===== config.mk =====
export PLATFORM = sky130hd
export DESIGN_NAME = hsg_top
export DESIGN_NICKNAME = d
export VERILOG_FILES = /design/src/rtl/hsg_pkg.sv /design/src/rtl/hsg_top.sv
export VERILOG_INCLUDE_DIRS = /design/src /design/src/rtl
export SDC_FILE = /design/constraint.sdc
export NUM_CORES = 1
export LEC_CHECK = 0
export BUFFER_PORTS_ARGS = -buffer_cell sky130_fd_sc_hd__buf_2
export CORE_MARGIN = 5
export CORE_UTILIZATION = 60
export DETAILED_ROUTE_END_ITERATION = 12
export PLACE_DENSITY = 0.76
export SYNTH_ARGS = -nofsm -noshare
export SYNTH_HDL_FRONTEND = slang
export SYNTH_SLANG_ARGS = --single-unit

===== constraint.sdc =====
create_clock -name clk_sys -period 4.99 [get_ports clk_sys]
set_input_delay 0.7485 -clock clk_sys [delete_from_list [all_inputs] [get_ports clk_sys]]
set_output_delay 0.7485 -clock clk_sys [all_outputs]
set_load 0.02 [all_outputs]

===== src/rtl/hsg_map.svh =====
/*
  register indices, field positions, reset values and timing figures
  of the haptic signal generator; definitions only
*/
`ifndef HSG_MAP_SVH
`define HSG_MAP_SVH

// register indices; byte address is four times the index
`define HSG_IDX_CONTROL 8'h90
`define HSG_IDX_FREQ 8'h91
`define HSG_IDX_P1_LEVEL 8'h92
`define HSG_IDX_P1_LENGTH 8'h93
`define HSG_IDX_P2_LEVEL 8'h94
`define HSG_IDX_P2_LENGTH 8'h95
`define HSG_IDX_P3_LEVEL 8'h96
`define HSG_IDX_P3_LENGTH 8'h97
`define HSG_IDX_STATUS 8'h98
`define HSG_IDX_RATE 8'h99

// control fields
`define HSG_ACT_BIT 0
`define HSG_MODE_HI 3
`define HSG_MODE_LO 2
`define HSG_TRIG_BIT 4

// reset values
`define HSG_FREQ_RST 15'h7fff
`define HSG_RATE_RST 16'h00d0

// source code the mixer uses to pick this generator
`define HSG_MIXER_SRC 8'h06

// timing: step of a phase length and the clocks involved
`define HSG_STEP_NS 625000
`define HSG_CLK_NS 100
`define HSG_SYS_KHZ 14'h2710
`define HSG_BASE_KHZ 14'h1800

`endif


===== src/rtl/hsg_pkg.sv =====
/*
  types of the haptic signal generator
  assumes hsg_map.svh for numeric constants
*/
package hsg_pkg;
    typedef enum logic [1:0] {
        HSG_MODE_OFF = 2'h0,
        HSG_MODE_CONT = 2'h1,
        HSG_MODE_SHOT = 2'h2,
        HSG_MODE_RSVD = 2'h3
    } hsg_mode_t;
    typedef enum logic [1:0] {HSG_IDLE, HSG_PH1, HSG_PH2, HSG_PH3} hsg_state_t;
    typedef logic signed [15:0] hsg_sample_t;
endpackage


===== src/rtl/hsg_top.sv =====
/*
  haptic signal generator: wishbone classic register slave, three-phase
  one-shot sequencer, dc or square tone sample source, sample fifo.
  assumes one clock clk_sys at 10 MHz and a mixer that drains samples
  over valid/ready on the same clock.
*/
`include "hsg_map.svh"
`timescale 1ns/100ps
`default_nettype none

module hsg_fifo #(
    parameter int WIDTH = 16,
    parameter int DEPTH = 16
) (
    // clock and reset
    input wire logic clk_sys,
    input wire logic rst_n,
    // fill side
    input wire logic [WIDTH-1:0] in_data,
    input wire logic in_valid,
    output logic in_ready,
    // drain side
    output logic [WIDTH-1:0] out_data,
    output logic out_valid,
    input wire logic out_ready
);
    localparam int AW = $clog2(DEPTH);
    logic [WIDTH-1:0] mem [DEPTH];
    logic [AW-1:0] wr_ptr;
    logic [AW-1:0] rd_ptr;
    logic [AW:0] count;
    wire push = in_valid && in_ready;
    wire pop = out_valid && out_ready;

    assign in_ready = count != (AW+1)'(DEPTH);
    assign out_valid = count != '0;
    assign out_data = mem[rd_ptr];

    always_ff @(posedge clk_sys) begin
        if (push) begin
            mem[wr_ptr] <= in_data;
        end
    end

    always_ff @(posedge clk_sys) begin
        if (!rst_n) begin
            wr_ptr <= '0;
            rd_ptr <= '0;
            count <= '0;
        end else begin
            wr_ptr <= push ? wr_ptr + 1'b1 : wr_ptr;
            rd_ptr <= pop ? rd_ptr + 1'b1 : rd_ptr;
            count <= count + {{AW{1'b0}}, push} - {{AW{1'b0}}, pop};
        end
    end
endmodule

module hsg_top #(
    // clocks per 0.625 ms length step; shorten in simulation
    parameter int STEP_CYCLES = `HSG_STEP_NS / `HSG_CLK_NS
) (
    // clock and reset
    input wire logic clk_sys,
    input wire logic rst_n,
    // wishbone classic slave
    input wire logic wb_cyc_i,
    input wire logic wb_stb_i,
    input wire logic wb_we_i,
    input wire logic [9:0] wb_adr_i,
    input wire logic [3:0] wb_sel_i,
    input wire logic [31:0] wb_dat_i,
    output logic [31:0] wb_dat_o,
    output logic wb_ack_o,
    // sample stream to the output mixer
    output hsg_pkg::hsg_sample_t mix_data,
    output logic mix_valid,
    input wire logic mix_ready
);
    import hsg_pkg::*;

    // registers
    logic act_sel;
    hsg_mode_t vibe_mode_select;
    logic [14:0] resonant_freq_divider;
    logic [7:0] first_stage_level;
    logic [7:0] middle_stage_level;
    logic [7:0] final_stage_level;
    logic [8:0] first_stage_length;
    logic [10:0] middle_stage_length;
    logic [8:0] final_stage_length;
    logic [15:0] vibe_sample_rate_sel;

    // bus decode
    wire bus_req = wb_cyc_i && wb_stb_i && !wb_ack_o;
    wire bus_wr = bus_req && wb_we_i;
    wire [7:0] reg_idx = wb_adr_i[9:2];
    wire lane0 = wb_sel_i[0];
    wire lane1 = wb_sel_i[1];
    wire wr_ctrl = bus_wr && reg_idx == `HSG_IDX_CONTROL && lane0;
    wire wr_freq = bus_wr && reg_idx == `HSG_IDX_FREQ;
    wire wr_p1l = bus_wr && reg_idx == `HSG_IDX_P1_LEVEL && lane0;
    wire wr_p1n = bus_wr && reg_idx == `HSG_IDX_P1_LENGTH;
    wire wr_p2l = bus_wr && reg_idx == `HSG_IDX_P2_LEVEL && lane0;
    wire wr_p2n = bus_wr && reg_idx == `HSG_IDX_P2_LENGTH;
    wire wr_p3l = bus_wr && reg_idx == `HSG_IDX_P3_LEVEL && lane0;
    wire wr_p3n = bus_wr && reg_idx == `HSG_IDX_P3_LENGTH;
    wire wr_rate = bus_wr && reg_idx == `HSG_IDX_RATE;
    wire trig_wr = wr_ctrl && wb_dat_i[`HSG_TRIG_BIT];
    // only one-shot mode honours the trigger
    wire trig_go = trig_wr && vibe_mode_select == HSG_MODE_SHOT;

    // sequencer state
    hsg_state_t state;
    hsg_state_t next_state;
    logic [10:0] steps_left;
    logic [10:0] next_steps;
    logic [15:0] step_div;
    wire step_done = step_div == 16'(STEP_CYCLES - 1);
    wire profile_active_flag = state != HSG_IDLE;

    // read mux; trigger bit reads as zero
    wire [15:0] rd_ctrl = {12'h000, 1'b0, vibe_mode_select, act_sel};
    wire [15:0] rd_mux =
        reg_idx == `HSG_IDX_CONTROL ? rd_ctrl :
        reg_idx == `HSG_IDX_FREQ ? {1'b0, resonant_freq_divider} :
        reg_idx == `HSG_IDX_P1_LEVEL ? {8'h00, first_stage_level} :
        reg_idx == `HSG_IDX_P1_LENGTH ? {7'h00, first_stage_length} :
        reg_idx == `HSG_IDX_P2_LEVEL ? {8'h00, middle_stage_level} :
        reg_idx == `HSG_IDX_P2_LENGTH ? {5'h00, middle_stage_length} :
        reg_idx == `HSG_IDX_P3_LEVEL ? {8'h00, final_stage_level} :
        reg_idx == `HSG_IDX_P3_LENGTH ? {7'h00, final_stage_length} :
        reg_idx == `HSG_IDX_STATUS ? {15'h0000, profile_active_flag} :
        reg_idx == `HSG_IDX_RATE ? vibe_sample_rate_sel : 16'h0000;

    always_ff @(posedge clk_sys) begin
        if (!rst_n) begin
            wb_ack_o <= 1'b0;
            wb_dat_o <= 32'h0000_0000;
        end else begin
            wb_ack_o <= bus_req;
            wb_dat_o <= bus_req && !wb_we_i ? {16'h0000, rd_mux} : 32'h0000_0000;
        end
    end

    always_ff @(posedge clk_sys) begin
        if (!rst_n) begin
            act_sel <= 1'b0;
            vibe_mode_select <= HSG_MODE_OFF;
        end else if (wr_ctrl) begin
            act_sel <= wb_dat_i[`HSG_ACT_BIT];
            vibe_mode_select <= hsg_mode_t'(wb_dat_i[`HSG_MODE_HI:`HSG_MODE_LO]);
        end
    end

    always_ff @(posedge clk_sys) begin
        if (!rst_n) begin
            resonant_freq_divider <= `HSG_FREQ_RST;
            first_stage_level <= 8'h00;
            middle_stage_level <= 8'h00;
            final_stage_level <= 8'h00;
            first_stage_length <= 9'h000;
            middle_stage_length <= 11'h000;
            final_stage_length <= 9'h000;
            vibe_sample_rate_sel <= `HSG_RATE_RST;
        end else begin
            if (wr_freq && lane0) resonant_freq_divider[7:0] <= wb_dat_i[7:0];
            if (wr_freq && lane1) resonant_freq_divider[14:8] <= wb_dat_i[14:8];
            if (wr_p1l) first_stage_level <= wb_dat_i[7:0];
            if (wr_p2l) middle_stage_level <= wb_dat_i[7:0];
            if (wr_p3l) final_stage_level <= wb_dat_i[7:0];
            if (wr_p1n && lane0) first_stage_length[7:0] <= wb_dat_i[7:0];
            if (wr_p1n && lane1) first_stage_length[8] <= wb_dat_i[8];
            if (wr_p2n && lane0) middle_stage_length[7:0] <= wb_dat_i[7:0];
            if (wr_p2n && lane1) middle_stage_length[10:8] <= wb_dat_i[10:8];
            if (wr_p3n && lane0) final_stage_length[7:0] <= wb_dat_i[7:0];
            if (wr_p3n && lane1) final_stage_length[8] <= wb_dat_i[8];
            if (wr_rate && lane0) vibe_sample_rate_sel[7:0] <= wb_dat_i[7:0];
            if (wr_rate && lane1) vibe_sample_rate_sel[15:8] <= wb_dat_i[15:8];
        end
    end

    // phase sequencing; a phase ends when its steps run out
    always_comb begin
        next_state = state;
        next_steps = steps_left;
        case (state)
            HSG_IDLE: begin
                next_steps = 11'h000;
            end
            HSG_PH1: begin
                if (steps_left == 11'h000) begin
                    next_state = HSG_PH2;
                    next_steps = middle_stage_length;
                end else if (step_done) begin
                    next_steps = steps_left - 11'h001;
                end
            end
            HSG_PH2: begin
                if (steps_left == 11'h000) begin
                    next_state = HSG_PH3;
                    next_steps = {2'b00, final_stage_length};
                end else if (step_done) begin
                    next_steps = steps_left - 11'h001;
                end
            end
            HSG_PH3: begin
                if (steps_left == 11'h000) begin
                    next_state = HSG_IDLE;
                end else if (step_done) begin
                    next_steps = steps_left - 11'h001;
                end
            end
            default: begin
                next_state = HSG_IDLE;
                next_steps = 11'h000;
            end
        endcase
        // a retrigger restarts the profile; leaving one-shot aborts it
        if (trig_go) begin
            next_state = HSG_PH1;
            next_steps = {2'b00, first_stage_length};
        end else if (vibe_mode_select != HSG_MODE_SHOT) begin
            next_state = HSG_IDLE;
        end
    end

    wire phase_change = trig_go || next_state != state;

    always_ff @(posedge clk_sys) begin
        if (!rst_n) begin
            state <= HSG_IDLE;
            steps_left <= 11'h000;
            step_div <= 16'h0000;
        end else begin
            state <= next_state;
            steps_left <= next_steps;
            step_div <= phase_change || step_done ? 16'h0000 : step_div + 16'h0001;
        end
    end

    // base clock ticks by a fractional accumulator, no second clock
    logic [13:0] base_acc;
    logic [14:0] half_cnt;
    logic tone_pol;
    wire [13:0] acc_sum = base_acc + `HSG_BASE_KHZ;
    wire base_tick = acc_sum >= `HSG_SYS_KHZ;
    wire half_done = base_tick && half_cnt >= resonant_freq_divider;

    always_ff @(posedge clk_sys) begin
        if (!rst_n) begin
            base_acc <= 14'h0000;
            half_cnt <= 15'h0000;
            tone_pol <= 1'b0;
        end else begin
            base_acc <= base_tick ? acc_sum - `HSG_SYS_KHZ : acc_sum;
            if (half_done) begin
                half_cnt <= 15'h0000;
                tone_pol <= !tone_pol;
            end else if (base_tick) begin
                half_cnt <= half_cnt + 15'h0001;
            end
        end
    end

    wire [7:0] shot_level =
        state == HSG_PH1 ? first_stage_level :
        state == HSG_PH2 ? middle_stage_level :
        state == HSG_PH3 ? final_stage_level : 8'h00;
    wire [7:0] act_level =
        vibe_mode_select == HSG_MODE_CONT ? middle_stage_level :
        vibe_mode_select == HSG_MODE_SHOT ? shot_level : 8'h00;
    // dc level at full scale; square tone, sign flips phase
    wire hsg_sample_t dc_sample = {act_level, 8'h00};
    wire hsg_sample_t neg_sample = dc_sample == 16'sh8000 ? 16'sh7fff : -dc_sample;
    wire hsg_sample_t gen_sample = act_sel && tone_pol ? neg_sample : dc_sample;

    // sample pacing; the generator stalls while the fifo is full
    logic [15:0] rate_cnt;
    logic smp_valid;
    hsg_sample_t smp_data;
    wire fifo_in_ready;
    wire rate_done = rate_cnt >= vibe_sample_rate_sel;

    always_ff @(posedge clk_sys) begin
        if (!rst_n) begin
            rate_cnt <= 16'h0000;
            smp_valid <= 1'b0;
            smp_data <= 16'sh0000;
        end else begin
            rate_cnt <= rate_done ? 16'h0000 : rate_cnt + 16'h0001;
            if (rate_done && (!smp_valid || fifo_in_ready)) begin
                smp_valid <= 1'b1;
                smp_data <= gen_sample;
            end else if (fifo_in_ready) begin
                smp_valid <= 1'b0;
            end
        end
    end

    wire [15:0] fifo_out_data;
    wire fifo_out_valid;
    wire out_take = !mix_valid || mix_ready;

    hsg_fifo #(.WIDTH(16), .DEPTH(16)) u_fifo (
        .clk_sys(clk_sys),
        .rst_n(rst_n),
        .in_data(smp_data),
        .in_valid(smp_valid),
        .in_ready(fifo_in_ready),
        .out_data(fifo_out_data),
        .out_valid(fifo_out_valid),
        .out_ready(out_take)
    );

    // output stage keeps the mixer port on flip-flops
    always_ff @(posedge clk_sys) begin
        if (!rst_n) begin
            mix_valid <= 1'b0;
            mix_data <= 16'sh0000;
        end else if (out_take) begin
            mix_valid <= fifo_out_valid;
            mix_data <= fifo_out_data;
        end
    end
endmodule

`default_nettype wire


==> impl_metrics.yaml <==
worst_setup_path:
  r2r_end: "smp_data[10]"
  critPathMaxFanout: 14
  end_kind: "register"
  crit_type: "register to register"
  reg2regPathDepth: 11
  arrival_ns: 4.01
  cp.required_ns: 5.45
  r2r_start: "state[1]"
  critPathLaunchType: "register"
  r2r_slack_ns: 1.44
timing:
  setup_violations: 0
  worst_pin_slew_ns: 1.29
  slew_headroom: 0.140
  tns_ns: 0
  finalCritPeriodShare: 0.712
  fmax_mhz: 281
  rsz0062_at_grt: "no"
  finClkSkew_ns: 0.0242
  setup_slack_ns: 1.44
  final_hold_viol_count: 0
  fin_crit_ns: 3.55
  drv_slew: 0
hold_path:
  hold_path.class: "primary input to register"
  min_to: "resonant_freq_divider[12]"
  hp-start: "wb_dat_i[12]"
  min_path_cells: 3
finish:
  area_delta_synth_final_pct: 10.2
  num_antenna_cells: 0
  register_area_mm2: 0.00849
  nets: 1642
  multiInputGateArea_mm2: 0.00734
  n_fill_cell: 2033
  drive_gt1_frac: 0.135
synthesis:
  syn_inst: 1505
  yosysWarnings: 0
  yosysUniqueCellTypes: 82
  netlist_area_mm2: 0.0165
  synth-seq-cells: 352
  yosysSeqAreaShare: 0.515
  synthArstFlopShare: 0
  avgSynthCellArea_um2: 10.9
  synth_area_leaders: "edfxtp_1, dfxtp_1, mux4_2"
  ys.flop_type: "dfxtp_1"
  yosys.area.top_type: "edfxtp_1"
  yosysTopAreaCellShare: 0.262
  synth_edf_count: 144
power:
  leakage_nw: 6.52
  power-per-cell-area_mw_per_mm2: 391
  power_mw: 7.10
  ir_drop_v: 0.000310
clocking:
  clk_path_buf_depth: 3
  root_buffer: "clkbuf_16"
  cts.sinks: 352
  tritoncts: "yes"
  clk_latency_ns: 0.55
  ctsHoldBuffers: 0
  cts_setup_buffers: 0
  post_cts_resized: 0
  numCtsBuffers: 37
  htreeDepth: 2
  clk_pin_slew_ns: 0.06
global_route:
  grt_pass1_vias: 11100
  antenna_found_initial: 0
  overflow: 0
  grt_max_degree: 68
  grt_pass1_wl_mm: 61.2
  grt_usage: 0.250
die:
  start_util: 0.610
  io_pins: 102
  die_area_mm2: 0.0309
  die_h_um: 176
  die_w_um: 176
  fp.coreArea_mm2: 0.0270
  row_count: 60
placed_design:
  port_buffers: 65
  dpl_worst_slack_ns: 1.50
  dpl.hpwl_mm: 26.6
  gp_congestion: 0.932
job:
  maxCapViolations: 0
detailed_routing:
  wirelength_mm: 38.9
  dr.pass1.iters: 5
  ant_nets: 0
  routedWlPerCell_um: 20.4
  drc: 0
  drt_iter0_drc: 983
  vias: 11400
  drt-vias-per-instance: 5.98
run_status:
  outcome: "complete, no violations"
-- cell usage after synthesis, types with 14 or more instances --
library cell and instances:
o21ai_0 42, and3_1 14, inv_1 65, nor2_1 137
xnor2_1 35, nor3_1 25, buf_4 24, o211ai_1 23
a21boi_0 26, nand4_1 20, mux4_2 46, xor2_1 30
nor2b_1 80, a22oi_1 17, nand3_1 24, clkbuf_1 61
a21oi_1 60, edfxtp_1 144, and2_1 24, ha_1 53
dfxtp_1 208, mux2i_1 77, nand2_1 125
-- worst max-delay path by stage --
stage,startpoint,slack (ns),cells past startpoint,end
floorplan,state[1],2.16,11,smp_data[14]
finish,state[1],1.44,11,smp_data[10]
global placement,u_fifo.count[3],1.49,14,u_fifo.count[4]
global route,u_fifo.count[3],1.07,14,u_fifo.count[4]
detailed placement,u_fifo.count[3],1.50,14,u_fifo.count[4]
CTS,u_fifo.count[3],1.47,14,u_fifo.count[4]
-- sequential cells by signal, indices dropped and copies added, names as in the netlist, 4 cells and up --
name,flops
step_div,16
smp_data,9
base_acc,10
final_stage_level,8
half_cnt,15
first_stage_length,9
mix_data,9
wb_dat_o,16
rate_cnt,16
middle_stage_length,11
u_fifo.wr_ptr,4
u_fifo.mem,144
middle_stage_level,8
vibe_sample_rate_sel,16
u_fifo.rd_ptr,4
steps_left,11
first_stage_level,8
final_stage_length,9
u_fifo.count,5
resonant_freq_divider,15
-- critical path, stage by stage (launching register included) --
cell and delay (ns):
dfxtp_1 0.49, buf_4 0.30, nor4bb_1 0.18, or2_1 0.39, a21oi_1 0.33, ha_1 0.23
inv_1 0.06, or4_1 0.60, nor3b_2 0.35, o21ai_1 0.11, a211o_1 0.30, a21boi_1 0.11
-- kinds of logic (layout without fill, tap and decap cells) --
logic type,count (synthesis),in the layout,synth area share
other cells,1,16,0.000228
simple gates,507,507,0.158
flops,352,352,0.515
mux,124,124,0.110
xor+xnor,65,65,0.0345
compound gates,240,240,0.0957
buf+inv,162,207,0.0442
fa+ha+maj,54,54,0.0415
-- layer usage --
layer,global-route usage,wire length [um],vias to the layer above
met4,0.0887,1410,0
met1,0.332,16100,5482
met2,0.412,18700,415
li1,-,-,5408
met5,0,0,-
met3,0.0480,2660,91
-- placed cells by master, fill, tap and decap left out, types with 4 or more instances in the layout --
cell and instances:
nand3_1 24, a21oi_1 60, nor3_1 21, nand2b_1 8
nor3_4 4, a2111oi_0 4, nand4_1 20, nand2_1 125
o211ai_1 23, ha_1 53, dfxtp_1 207, and3_1 14
xnor2_1 35, o22ai_1 10, or2_2 6, buf_4 10
clkbuf_16 39, a22o_1 6, and4_1 4, inv_1 65
nor2_1 137, a21o_1 5, mux2i_1 77, clkbuf_8 5
clkbuf_1 8, mux4_2 46, nor2b_1 80, conb_1 16
o21ai_0 42, a21boi_0 26, or3_1 4, nor3_2 4
a31oi_1 7, a22oi_1 17, buf_2 64, a211oi_1 7
clkinv_2 7, and2_1 24, edfxtp_1 144, xor2_1 30
-- area by class of cell --
type / instances / area share
inverter: 65 / 0.0134
timing repair buffer: 74 / 0.0218
tap: 341 / 0.0235
clock inverter: 16 / 0.0102
clock buffer: 52 / 0.0592
sequential: 352 / 0.468
multi-input combinational: 1006 / 0.404
-- metrics by stage --
stage	cell area, um^2	utilization	std cells	hold slack [ns]
2_1_floorplan	16500	-	1520	0.437
3_3_place_gp	16900	0.625	1838	0.450
3_5_place_dp	16900	0.625	1838	0.458
4_1_cts	18200	0.672	1906	0.452
5_1_grt	18200	0.672	1906	0.475
6_report	18200	0.672	1906	0.462
-- where the power goes --
group          switching (mW)  leakage [nW]  internal (mW)
clock network            1.14         0.620           1.67
logic                   0.582          2.86          0.509
registers               0.134          3.04           3.06
total                    1.86          6.52           5.25
Power figures use the tool's default switching activity.
